===== config.mk =====
export PLATFORM = sky130hd
export DESIGN_NAME = port_pins_and_host_select
export DESIGN_NICKNAME = d
export VERILOG_FILES = /design/src/rtl/gpio_pkg.sv /design/src/rtl/pad_cell.sv /design/src/rtl/port_pins_and_host_select.sv
export VERILOG_INCLUDE_DIRS = /design/src /design/src/rtl
export SDC_FILE = /design/constraint.sdc
export NUM_CORES = 1
export LEC_CHECK = 0
export BUFFER_PORTS_ARGS = -buffer_cell sky130_fd_sc_hd__buf_2
export CORE_UTILIZATION = 31
export DETAILED_ROUTE_END_ITERATION = 8
export PLACE_DENSITY_LB_ADDON = 0.2
export SLEW_MARGIN = 20
export SYNTH_ARGS = -nofsm -noshare
export SYNTH_HDL_FRONTEND = slang
export SYNTH_HIERARCHICAL = 1
export SYNTH_SLANG_ARGS = --single-unit
export TNS_END_PERCENT = 1

===== constraint.sdc =====
create_clock -name clk_i -period 1.4 [get_ports clk_i]
set_input_delay 0.14 -clock clk_i [delete_from_list [all_inputs] [get_ports clk_i]]
set_output_delay 0.14 -clock clk_i [all_outputs]
set_load 0.005 [all_outputs]

===== src/rtl/gpio_defines.svh =====
/*
 * constants for the port pins and host select block: register offsets,
 * reset values, reserved read values, field positions and the default pad mode map.
 * assumes it is included by bare name from rtl/ and defines nothing else.
 */
`ifndef GPIO_DEFINES_SVH
`define GPIO_DEFINES_SVH

// special-function register offsets (8-bit space)
`define PORTB_VALUE_ADDR      8'hB0
`define PORTB_CFG_FIRST_ADDR  8'hFC
`define PORTB_CFG_SECOND_ADDR 8'hFD
`define PORTC_VALUE_ADDR      8'hD7

// configuration space offset (16-bit space)
`define HOST_SELECT_ADDR      16'h6103

// reset values
`define PORTB_VALUE_RST       6'h3F
`define PORTB_CFG_FIRST_RST   6'h3F
`define PORTB_CFG_SECOND_RST  6'h00
`define PORTC_VALUE_RST       2'h3
`define UNMAPPED_RDATA        8'h00

// reserved read values of the upper bits
`define PORTB_RSVD_READ       2'h3
`define CFG_FIRST_RSVD_READ   2'h3
`define CFG_SECOND_RSVD_READ  2'h0
`define PORTC_RSVD_READ       5'h1F

// port-B bit positions
`define PORTB_RX_BIT          0
`define PORTB_TX_BIT          1
`define PORTB_IRQ0_BIT        2
`define PORTB_IRQ1_BIT        3
`define PORTB_SCCLK_BIT       4
`define PORTB_PINS            6

// host select register fields
`define HSEL_IRQ_INV_BIT      7
`define HSEL_PIN_ONE_BIT      5
`define HSEL_PIN_ZERO_BIT     3
`define HSEL_ENABLE_BIT       2
`define HSEL_SEL_ONE_BIT      1
`define HSEL_SEL_ZERO_BIT     0

// pad mode per {second,first} cfg pair, two bits per entry, entry 0 lowest;
// reset pair {0,1} maps to quasi-bidirectional
`define PAD_MODE_MAP_DEFAULT  8'h72

`endif


===== src/rtl/gpio_pkg.sv =====
/*
 * types shared by the port pins and host select block.
 * assumes no other package; values stay in gpio_defines.svh.
 */
package gpio_pkg;

	// pad drive modes, encoded in declaration order
	typedef enum logic [1:0] {
		PAD_QUASI,
		PAD_PUSHPULL,
		PAD_INPUT,
		PAD_OPENDRAIN
	} pad_mode_t;

endpackage


===== src/rtl/pad_cell.sv =====
/*
 * one general-purpose pad driver: turns a latched value and a mode into
 * output, output enable and the weak pull-up and hold controls.
 * assumes the wire level is resolved outside from the enables.
 */
`timescale 1ns/1ps

module pad_cell (
	// clock and reset
	input  wire logic              clk_i,
	input  wire logic              rstn_i,
	input  wire logic              ce_i,
	// control
	input  wire gpio_pkg::pad_mode_t mode_i,
	input  wire logic              val_i,
	input  wire logic              wr_i,
	input  wire logic              pad_i,
	// pad side
	output logic                   pad_o,
	output logic                   pad_oe_o,
	output logic                   pullup_o,
	output logic                   hold_o
);

	logic kick_r;

	// one-cycle strong high after a write, latch already holds new value
	always_ff @(posedge clk_i or negedge rstn_i) begin
		if (!rstn_i) begin
			kick_r <= 1'b0;
		end else if (ce_i) begin
			kick_r <= wr_i;
		end
	end

	// drive decode per mode
	always_comb begin
		pad_o    = 1'b0;
		pad_oe_o = 1'b0;
		pullup_o = 1'b0;
		hold_o   = 1'b0;
		unique case (mode_i)
			gpio_pkg::PAD_QUASI: begin
				pad_o    = val_i;
				pad_oe_o = ~val_i | kick_r;
				pullup_o = val_i;
				hold_o   = val_i & pad_i & ~kick_r; // hold only once pad is high
			end
			gpio_pkg::PAD_PUSHPULL: begin
				pad_o    = val_i;
				pad_oe_o = 1'b1;
			end
			gpio_pkg::PAD_INPUT: begin
				pad_oe_o = 1'b0;
			end
			gpio_pkg::PAD_OPENDRAIN: begin
				pad_o    = 1'b0;
				pad_oe_o = ~val_i;
			end
		endcase
	end

endmodule


===== src/rtl/port_pins_and_host_select.sv =====
/*
 * port-B and port-C general-purpose pins and the host interface select
 * register, reached by the cpu over its special-function port and its
 * configuration port.
 * assumes pad levels arrive synchronous to clk_i and the pad wire is
 * resolved outside from the output enables.
 */
`timescale 1ns/1ps
`include "gpio_defines.svh"

module port_pins_and_host_select #(
	parameter int          PORTB_PINS   = `PORTB_PINS,
	parameter logic [7:0]  PAD_MODE_MAP = `PAD_MODE_MAP_DEFAULT
) (
	// clock, reset, enable
	input  wire logic        clk_i,
	input  wire logic        rstn_i,
	input  wire logic        ce_i,
	// special-function register port
	input  wire logic [7:0]  sfr_addr_i,
	input  wire logic        sfr_wr_i,
	input  wire logic        sfr_rd_i,
	input  wire logic [7:0]  sfr_wdata_i,
	output logic      [7:0]  sfr_rdata_o,
	// configuration register port
	input  wire logic [15:0] cfg_addr_i,
	input  wire logic        cfg_wr_i,
	input  wire logic        cfg_rd_i,
	input  wire logic [7:0]  cfg_wdata_i,
	output logic      [7:0]  cfg_rdata_o,
	// port-B pads
	input  wire logic [5:0]  portb_pad_i,
	output logic      [5:0]  portb_pad_o,
	output logic      [5:0]  portb_pad_oe_o,
	output logic      [5:0]  portb_pullup_o,
	output logic      [5:0]  portb_hold_o,
	// port-B alternate functions
	input  wire logic        smartcard_clock_alt_en_i,
	input  wire logic        smartcard_clock_alt_i,
	input  wire logic        uart_tx_alt_en_i,
	input  wire logic        uart_tx_i,
	input  wire logic        uart_rx_alt_en_i,
	output logic             uart_rx_o,
	output logic             ext_irq_one_o,
	output logic             ext_irq_zero_o,
	// port-C pads and status
	input  wire logic        usb_ready_flag_i,
	input  wire logic        sda_pad_i,
	output logic             sda_pad_o,
	output logic             sda_pad_oe_o,
	output logic             scl_pad_o,
	output logic             scl_pad_oe_o,
	input  wire logic        shared_select_pad_i,
	// host select pins
	input  wire logic        select_pin_zero_i,
	input  wire logic        select_pin_one_i,
	// host interface side
	output logic             host_if_rst_o,
	output logic [1:0]       strap_sel_o,
	output logic             usb_en_o,
	output logic             usb_bus_powered_o,
	output logic             fast_serial_en_o,
	input  wire logic        usb_dp_i,
	input  wire logic        usb_dp_oe_i,
	input  wire logic        usb_dm_i,
	input  wire logic        usb_dm_oe_i,
	output logic             usb_dp_o,
	output logic             usb_dm_o,
	input  wire logic        fast_serial_tx_i,
	output logic             fast_serial_rx_o,
	// shared host pads
	input  wire logic        dp_pad_i,
	input  wire logic        dm_pad_i,
	output logic             dp_pad_o,
	output logic             dp_pad_oe_o,
	output logic             dm_pad_o,
	output logic             dm_pad_oe_o
);

	// the pin map below is hard-wired to six port-B pins
	if (PORTB_PINS != `PORTB_PINS) begin : g_bad_pins
		$error("port-B pin count must be six");
	end

	// register state
	logic [5:0] portb_val_r;
	logic [5:0] cfg_first_r;
	logic [5:0] cfg_second_r;
	logic [1:0] portc_val_r;
	logic       irq_inv_r;
	logic       sel_en_r;
	logic [1:0] selif_r;
	logic       strap_done_r;
	logic [1:0] strap_r;
	logic [7:0] sfr_rdata_r;
	logic [7:0] cfg_rdata_r;
	// decoded strobes, read muxes and pin takeover
	logic       portb_wr;
	logic       cfgf_wr;
	logic       cfgs_wr;
	logic       portc_wr;
	logic       hsel_wr;
	logic [7:0] sfr_rd_mux;
	logic [7:0] cfg_rd_mux;
	logic [5:0] alt_en;
	logic [5:0] alt_val;
	logic       serial_sel;
	logic       usb_sel;

	// write strobes, all gated by the clock enable
	assign portb_wr = ce_i & sfr_wr_i & (sfr_addr_i == `PORTB_VALUE_ADDR);
	assign cfgf_wr  = ce_i & sfr_wr_i & (sfr_addr_i == `PORTB_CFG_FIRST_ADDR);
	assign cfgs_wr  = ce_i & sfr_wr_i & (sfr_addr_i == `PORTB_CFG_SECOND_ADDR);
	assign portc_wr = ce_i & sfr_wr_i & (sfr_addr_i == `PORTC_VALUE_ADDR);
	assign hsel_wr  = ce_i & cfg_wr_i & (cfg_addr_i == `HOST_SELECT_ADDR);

	// port-B output latch; bits 7:6 have no storage so writes vanish
	// reads never see this latch: a pin held low outside reads 0
	always_ff @(posedge clk_i or negedge rstn_i) begin
		if (!rstn_i) begin
			portb_val_r <= `PORTB_VALUE_RST;
		end else if (portb_wr) begin
			portb_val_r <= sfr_wdata_i[5:0];
		end
	end

	// port-B configuration pairs
	// a new mode acts on the next cycle; no kick goes with it,
	// so a pin switched to quasi at one just floats up weakly
	always_ff @(posedge clk_i or negedge rstn_i) begin
		if (!rstn_i) begin
			cfg_first_r  <= `PORTB_CFG_FIRST_RST;
			cfg_second_r <= `PORTB_CFG_SECOND_RST;
		end else begin
			if (cfgf_wr) begin
				cfg_first_r <= sfr_wdata_i[5:0];
			end
			if (cfgs_wr) begin
				cfg_second_r <= sfr_wdata_i[5:0];
			end
		end
	end

	// port-C latch, only the two pad bits are writable
	// no mode pair here: the pads are open-drain by construction
	always_ff @(posedge clk_i or negedge rstn_i) begin
		if (!rstn_i) begin
			portc_val_r <= `PORTC_VALUE_RST;
		end else if (portc_wr) begin
			portc_val_r <= sfr_wdata_i[1:0];
		end
	end

	// host select register; pin level bits are read-only views
	// bits 6 to 3 take no storage, a write to them is lost
	always_ff @(posedge clk_i or negedge rstn_i) begin
		if (!rstn_i) begin
			irq_inv_r <= 1'b0;
			sel_en_r  <= 1'b0;
			selif_r   <= 2'h0;
		end else if (hsel_wr) begin
			irq_inv_r <= cfg_wdata_i[`HSEL_IRQ_INV_BIT];
			sel_en_r  <= cfg_wdata_i[`HSEL_ENABLE_BIT];
			selif_r   <= {cfg_wdata_i[`HSEL_SEL_ONE_BIT], cfg_wdata_i[`HSEL_SEL_ZERO_BIT]};
		end
	end

	// strap capture at the first enabled edge after reset release;
	// host interfaces stay in reset until then
	// the strap is only reported; firmware must still copy it
	// into the select field before it sets the enable
	always_ff @(posedge clk_i or negedge rstn_i) begin
		if (!rstn_i) begin
			strap_done_r <= 1'b0;
			strap_r      <= 2'h0;
		end else if (ce_i && !strap_done_r) begin
			strap_done_r <= 1'b1;
			strap_r      <= {select_pin_one_i, select_pin_zero_i};
		end
	end

	assign host_if_rst_o = ~strap_done_r;
	assign strap_sel_o   = strap_r;

	// alternate functions that take port-B pins over
	// the receive alternate only needs the pin released; its level
	// reaches the core through uart_rx_o like any other read
	assign alt_en  = {1'b0, smartcard_clock_alt_en_i, 2'b00, uart_tx_alt_en_i, uart_rx_alt_en_i};
	assign alt_val = {1'b0, smartcard_clock_alt_i, 2'b00, uart_tx_i, 1'b0};

	// one driver per port-B pin; alt functions pick their own mode
	for (genvar i = 0; i < `PORTB_PINS; i++) begin : g_portb
		logic [2:0]          map_idx;
		gpio_pkg::pad_mode_t cfg_mode;
		gpio_pkg::pad_mode_t eff_mode;
		logic                eff_val;

		assign map_idx  = {cfg_second_r[i], cfg_first_r[i], 1'b0};
		assign cfg_mode = gpio_pkg::pad_mode_t'(PAD_MODE_MAP[map_idx +: 2]);

		// receive pin goes input, clock and transmit push-pull
		always_comb begin
			eff_mode = cfg_mode;
			eff_val  = portb_val_r[i];
			if (alt_en[i]) begin
				eff_val  = alt_val[i];
				eff_mode = (i == `PORTB_RX_BIT) ? gpio_pkg::PAD_INPUT : gpio_pkg::PAD_PUSHPULL;
			end
		end

		// an owned pin gets no kick, so handing it back later
		// cannot flash a strong one onto the wire
		pad_cell u_pad (
			.clk_i    (clk_i),
			.rstn_i   (rstn_i),
			.ce_i     (ce_i),
			.mode_i   (eff_mode),
			.val_i    (eff_val),
			.wr_i     (portb_wr & ~alt_en[i]),
			.pad_i    (portb_pad_i[i]),
			.pad_o    (portb_pad_o[i]),
			.pad_oe_o (portb_pad_oe_o[i]),
			.pullup_o (portb_pullup_o[i]),
			.hold_o   (portb_hold_o[i])
		);
	end

	// pin levels toward the cpu core
	assign uart_rx_o      = portb_pad_i[`PORTB_RX_BIT];
	assign ext_irq_zero_o = portb_pad_i[`PORTB_IRQ0_BIT];
	assign ext_irq_one_o  = portb_pad_i[`PORTB_IRQ1_BIT] ^ irq_inv_r;

	// port-C pads are open-drain: never drive a one, pull-up gives it
	assign sda_pad_o    = 1'b0;
	assign sda_pad_oe_o = ~portc_val_r[1];
	assign scl_pad_o    = 1'b0;
	assign scl_pad_oe_o = ~portc_val_r[0];

	// host interface decode; one field so at most one is ever on
	// strap gating keeps both hosts quiet until the pins are in
	assign serial_sel        = sel_en_r & ~selif_r[0];
	assign usb_sel           = sel_en_r & selif_r[0];
	assign fast_serial_en_o  = serial_sel & strap_done_r;
	assign usb_en_o          = usb_sel & strap_done_r;
	assign usb_bus_powered_o = usb_sel & selif_r[1] & strap_done_r;

	// shared pad mux; disabled select leaves both pads undriven
	// usb keeps its own enables, serial always drives dm
	always_comb begin
		dp_pad_o    = 1'b0;
		dp_pad_oe_o = 1'b0;
		dm_pad_o    = 1'b0;
		dm_pad_oe_o = 1'b0;
		if (fast_serial_en_o) begin
			dm_pad_o    = fast_serial_tx_i;
			dm_pad_oe_o = 1'b1;
		end else if (usb_en_o) begin
			dp_pad_o    = usb_dp_i;
			dp_pad_oe_o = usb_dp_oe_i;
			dm_pad_o    = usb_dm_i;
			dm_pad_oe_o = usb_dm_oe_i;
		end
	end

	// receive lines; idle high on serial so a quiet line is no start bit
	assign fast_serial_rx_o = fast_serial_en_o ? dp_pad_i : 1'b1;
	assign usb_dp_o         = usb_en_o ? dp_pad_i : 1'b0;
	assign usb_dm_o         = usb_en_o ? dm_pad_i : 1'b0;

	// special-function read mux: value bits always show the live pins
	// unmapped addresses read zero so a stray read is harmless
	always_comb begin
		unique case (sfr_addr_i)
			`PORTB_VALUE_ADDR:      sfr_rd_mux = {`PORTB_RSVD_READ, portb_pad_i};
			`PORTB_CFG_FIRST_ADDR:  sfr_rd_mux = {`CFG_FIRST_RSVD_READ, cfg_first_r};
			`PORTB_CFG_SECOND_ADDR: sfr_rd_mux = {`CFG_SECOND_RSVD_READ, cfg_second_r};
			`PORTC_VALUE_ADDR:      sfr_rd_mux = {`PORTC_RSVD_READ, usb_ready_flag_i,
			                                      sda_pad_i, shared_select_pad_i};
			default:                sfr_rd_mux = `UNMAPPED_RDATA;
		endcase
	end

	// configuration read mux
	// pin-level bits are live; reserved bits 6 and 4 read zero
	always_comb begin
		cfg_rd_mux = `UNMAPPED_RDATA;
		if (cfg_addr_i == `HOST_SELECT_ADDR) begin
			cfg_rd_mux[`HSEL_IRQ_INV_BIT]  = irq_inv_r;
			cfg_rd_mux[`HSEL_PIN_ONE_BIT]  = select_pin_one_i;
			cfg_rd_mux[`HSEL_PIN_ZERO_BIT] = select_pin_zero_i;
			cfg_rd_mux[`HSEL_ENABLE_BIT]   = sel_en_r;
			cfg_rd_mux[`HSEL_SEL_ONE_BIT]  = selif_r[1];
			cfg_rd_mux[`HSEL_SEL_ZERO_BIT] = selif_r[0];
		end
	end

	// read data registered; stays until the next read
	// a pin that moves after the read edge cannot tear the byte
	always_ff @(posedge clk_i or negedge rstn_i) begin
		if (!rstn_i) begin
			sfr_rdata_r <= 8'h00;
		end else if (ce_i && sfr_rd_i) begin
			sfr_rdata_r <= sfr_rd_mux;
		end
	end

	always_ff @(posedge clk_i or negedge rstn_i) begin
		if (!rstn_i) begin
			cfg_rdata_r <= 8'h00;
		end else if (ce_i && cfg_rd_i) begin
			cfg_rdata_r <= cfg_rd_mux;
		end
	end

	assign sfr_rdata_o = sfr_rdata_r;
	assign cfg_rdata_o = cfg_rdata_r;

endmodule


=== Word-level counts from Yosys, hierarchy flattened ===
Cells that the tools add are included.
W data, S select, Z words.

* Register bits: 45
* Bits of input ports: 70
* Logic and storage cells: 157
* Output and inout port bits: 60

* Bitwise operators: 52
* Reduce and logical (&&, ||, !) cells: 16
* Eq/ne operators: 23
* Shift-type cells: 6
* Muxes and demuxes: 45

{| class="wikitable"
|+ Operators by type and width
! operator !! count
|-
| $shiftx A8 B4 Y2 const A || 6
|-
| $mux W1 || 34
|-
| $eq A8 B8 Y1 const B || 4
|-
| $pmux W8 S4 || 1
|-
| $and A1 B1 Y1 || 28
|-
| $eq A2 B2 Y1 const B || 12
|-
| $pmux W1 S4 || 6
|-
| $not A1 Y1 || 17
|-
| $eq A16 B15 Y1 const B || 1
|-
| $eq A2 B1 Y1 const B || 6
|-
| $logic_not A2 Y1 || 6
|-
| $reduce_or A2 Y1 || 6
|-
| $mux W2 || 3
|-
| $or A1 B1 Y1 || 6
|-
| $mux W4 || 1
|-
| $logic_and A1 B1 Y1 || 3
|-
| $logic_not A1 Y1 || 1
|-
| $xor A1 B1 Y1 || 1
|}

=== Depth between registers and ports, before layout ===
* Depth after elaboration: 5
* Depth in mapped cells: 6
* Depth with buffers taken out: 5

=== Cells and area by module ===
The synthesis kept the hierarchy.

{| class="wikitable"
|+ Modules (own cells, without submodules)
! module !! times used !! seq. area each (µm²) !! area an instance (µm²) !! cells each
|-
| port_pins_and_host_select || 1 || 1,018.5 || 2,080.7 || 188
|-
| pad_cell || 6 || 25.0 || 85.1 || 8
|}

=== Worst setup path after synthesis ===
OpenSTA, ideal clock, no wires.

* Path type: input-to-reg
* From: input sfr_addr_i[0]
* To: register portb_val_r[0]
* Setup time: 0.082 ns
* Arrival time: 1.324 ns
* Stages: 3
* Path buffers: 0
* Required time: 1.318 ns
* Slack: -0.006 ns
* Path through: or4_4 > nor3_4 > mux2_2

* Cells in the longest elaborated chain, start to end: 2

{| class="wikitable"
|+ Ends and longest elaborated chain
! item !! RTL line !! source
|-
| from (decl) || port_pins_and_host_select.sv:20 || <nowiki>input wire logic [7:0] sfr_addr_i,</nowiki>
|-
| $eq A8 B8 Y1 || n/a ||
|-
| $and A1 B1 Y1 || port_pins_and_host_select.sv:111 || <nowiki>assign portb_wr = ce_i & sfr_wr_i & (sfr_addr_i == `PORTB_VALUE_ADDR);</nowiki>
|-
| to (signal assigned) || port_pins_and_host_select.sv:121 || <nowiki>portb_val_r <= `PORTB_VALUE_RST;</nowiki>
|-
| to (signal assigned) || port_pins_and_host_select.sv:123 || <nowiki>portb_val_r <= sfr_wdata_i[5:0];</nowiki>
|-
| to (decl) || port_pins_and_host_select.sv:86 || <nowiki>logic [5:0] portb_val_r;</nowiki>
|}

Every way passes these cells.
A chain may end at the register's enable or synchronous reset.

=== Worst setup path in the final report ===
* From: register portb_val_r[0]
* To: output portb_hold_o[0]

* Cells in the longest elaborated chain, start to end: 4

{| class="wikitable"
|+ Ends and longest elaborated chain
! item !! RTL line !! source
|-
| $mux W1 || port_pins_and_host_select.sv:205 || <nowiki>if (alt_en[i]) begin</nowiki>
|-
| named net g_portb[0].eff_val || port_pins_and_host_select.sv:196 || <nowiki>logic eff_val;</nowiki>
|-
| $and A1 B1 Y1 (2 in a row) || pad_cell.sv:47 || <nowiki>hold_o = val_i & pad_i & ~kick_r;</nowiki>
|-
| $mux W1 || pad_cell.sv:42 || <nowiki>unique case (mode_i)</nowiki>
|-
| to (decl) || port_pins_and_host_select.sv:36 || <nowiki>output logic [5:0] portb_hold_o,</nowiki>
|}

The timed path passes the listed nets, and every way through them passes these cells.

==> results.sh <==
export IMPL_status="finished, violations left"
export IMPL_violations="negative setup slack"
export IMPL_yosys_warnings=6
export IMPL_grt_overflow_total=0
export IMPL_drcViolationCount=0
export IMPL_r2r_slack_ns=0.13
export IMPL_die_x_um=93.43
export IMPL_synth_top_family_by_area="simple AND/OR/NAND/NOR gates"
export IMPL_area_delta_synth_final_pct=43.07
export IMPL_finalCritPeriodShare_pct=115.1
export IMPL_max_freq_mhz=620.5
export IMPL_drt_total_wl_um=6827
export IMPL_cts_inserted_buffers=5
export IMPL_clock_latency_ns=0.29
export IMPL_holdWs_ns=0.07122
export IMPL_power_frac_seq_pct=53.0
export IMPL_grt_usage_pct=16.04
export IMPL_die_y_um=93.43
export IMPL_drt_iter0_drc=98
export IMPL_wl_per_cell_um=13.82
export IMPL_cp_end_kind="output port"
export IMPL_setup_violations=15
export IMPL_antenna_found_initial=0
export IMPL_combPwrFrac_pct=14.6
export IMPL_grt_first_pass_wirelength_um=10730
export IMPL_min_path_type="in -> reg"
export IMPL_clock_skew_ns=0.003642
export IMPL_start_util_pct=32.85
export IMPL_ctsRootBufferMaster="clkbuf_8"
export IMPL_clkPwrFrac_pct=32.4
export IMPL_clockBufferDepth=2
export IMPL_final_setup_worst_slack_ns=-0.2116
export IMPL_critPathMaxFanout=4
export IMPL_muxShareOfSynthArea_pct=14.63
export IMPL_grt_pass1_vias=2219
export IMPL_hold_violations=0
export IMPL_required_ns=1.26
export IMPL_synthDistinctLibCells=40
export IMPL_drive_gt1_share_pct=60.71
export IMPL_place_hpwl_um=5471
export IMPL_leakage_nw=1.941
export IMPL_vias=2340
export IMPL_ys_top_cells_by_area="dfrtp_1, dfstp_2, mux2_2"
export IMPL_rsz0062_at_grt="true"
export IMPL_preCtsSetupSlack_ns=-0.1868
export IMPL_h_tree_depth=2
export IMPL_intPower_mw=1.956
export IMPL_gp_congestion=0.7581
export IMPL_yosysSeqAreaShare_pct=45.10
export IMPL_start_kind="flip-flop"
export IMPL_setup_worst_path_class="reg -> out"
export IMPL_power_density_nw_per_um2=701.8
export IMPL_synth_area_leader_cell="dfrtp_1"
export IMPL_netSwitchingPower_uw=645.5
export IMPL_tritoncts="built"
export IMPL_postSynthCellCount=236
export IMPL_nFillCells=783
export IMPL_maxCapViolCount=0
export IMPL_cp_arrival_ns=1.47
export IMPL_clkTransAtPathRegs_ns=0.08
export IMPL_rows=32
export IMPL_cts_sinks=46
export IMPL_ys_seq_elements=46
export IMPL_synthArstFlopShare_pct=100.0
export IMPL_synthAdderAreaFrac_pct=0
export IMPL_synth_simple_area_share_pct=24.77
export IMPL_synthTopCellsByCount="dfrtp_1, mux2_2, nand2_1"
export IMPL_pin_count=130
export IMPL_diodes=0
export IMPL_synth_xor_area_share_pct=0.3380
export IMPL_synth_cell_area_um2=2591
export IMPL_switching_share_pct=24.81
export IMPL_min_period_ns=1.612
export IMPL_die_area_um2=8728
export IMPL_synth_avg_cell_area_um2=10.98
export IMPL_drv_slew=0
export IMPL_grt_max_degree=47
export IMPL_synth_edf_count=0
export IMPL_ir_drop_mv=0.3231
export IMPL_yosysTopAreaCellShare_pct=30.90
export IMPL_core_area_um2=7888
export IMPL_synth_ff_type="dfrtp_1"
export IMPL_via_per_inst=4.737
export IMPL_synth_compound_area_share_pct=10.82
export IMPL_nets=461
export IMPL_io_buffers=119
export IMPL_route_antenna_remaining_nets=0
export IMPL_synth_most_common_cell="dfrtp_1"
export IMPL_firstDrtPassIters=4
## worst paths after layout
| kind | start | to | cells after the start |
|---|---|---|---|
| max reg2reg | cfg_first_r[0] | sfr_rdata_o[0] | 4 |
| min | sfr_wdata_i[3] | cfg_first_r[3] | 3 |
| min in group asynchronous | rstn_i | g_portb[4].u_pad/kick_r | 3 |
| min reg2reg | sfr_rdata_o[5] | sfr_rdata_o[5] | 2 |
| max | portb_val_r[0] | portb_hold_o[0] | 4 |
| max in group asynchronous | rstn_i | portb_val_r[0] | 3 |
## power by group through the flow
stage               clock network (mW)  registers, mW  logic [mW]
floorplan                            0           1.40       0.147
global placement                     0           1.40       0.360
detailed placement                   0           1.40       0.366
CTS                              0.881           1.38       0.383
global route                     0.930           1.38       0.421
finish                           0.843           1.38       0.379
## worst max-delay path, cell delays in order (launching register included)
cell and delay (ns):
dfstp_2 0.55, nor2b_4 0.17, nor3b_4 0.20, and3b_1 0.17, buf_2 0.10
## cell families after synthesis
group           count (synthesis)
simple gates                   95
flops                          46
xor+xnor                        1
compound gates                 39
mux                            34
buf+inv                        20
other cells                     1
## state kept, by name (all words and copies together), names as in the netlist
register / cells
sel_en_r: 1
portc_val_r: 2
cfg_rdata_o: 6
cfg_first_r: 6
cfg_second_r: 6
g_portb.u_pad/kick_r: 6
portb_val_r: 6
selif_r: 2
sfr_rdata_o: 7
strap_done_r: 1
irq_inv_r: 1
strap_sel_o: 2
## layout by cell type, fill, tap and decap left out, types with 7 or more instances in the layout
cell,netlist,layout
a211oi_1,9,9
o21ai_0,10,10
nor3b_2,7,8
buf_4,8,36
mux2_2,31,29
nor2b_1,15,13
nand2_1,17,16
a22o_1,7,7
dfstp_2,14,14
nor2_1,10,8
dfrtp_1,32,32
buf_2,3,118
## layer usage
layer  GRT usage (%)  part of all wire (%)
met2           26.41                    49
met5               0                     0
met4           5.000                   1.1
met1           21.17                    45
met3           3.171                   4.8
## through the flow
stage	std cells	util, %	instance area [µm²]	power (mW)	TNS, ns
after floorplan	239	-	2603	1.546	0
after global placement	481	44.46	3507	1.763	-2.908
after detailed placement	481	44.46	3507	1.770	-3.014
after CTS	494	46.70	3684	2.644	-1.771
after global routing	494	47.00	3707	2.735	-3.105
final	494	47.00	3707	2.602	-1.595
## timing repair
action                                  CTS  global route
hold endpoints to repair                 32             0
resized for setup                        15             6
endpoints found under the setup margin   23            28
hold buffers                              1             0
setup buffers                             4             0
pin swaps                                 7             2
## area by class of cell
class,count,area (µm²),area share (%)
multi-input cells,173,1384,37.33
flip-flops and latches,46,1169,31.52
repair buffers,157,902.1,24.33
well taps,102,127.6,3.442
clock buffers,6,82.58,2.227
inverters,8,30.03,0.8100
clock inverters,2,12.51,0.3375
(Power assumes the default switching activity.)
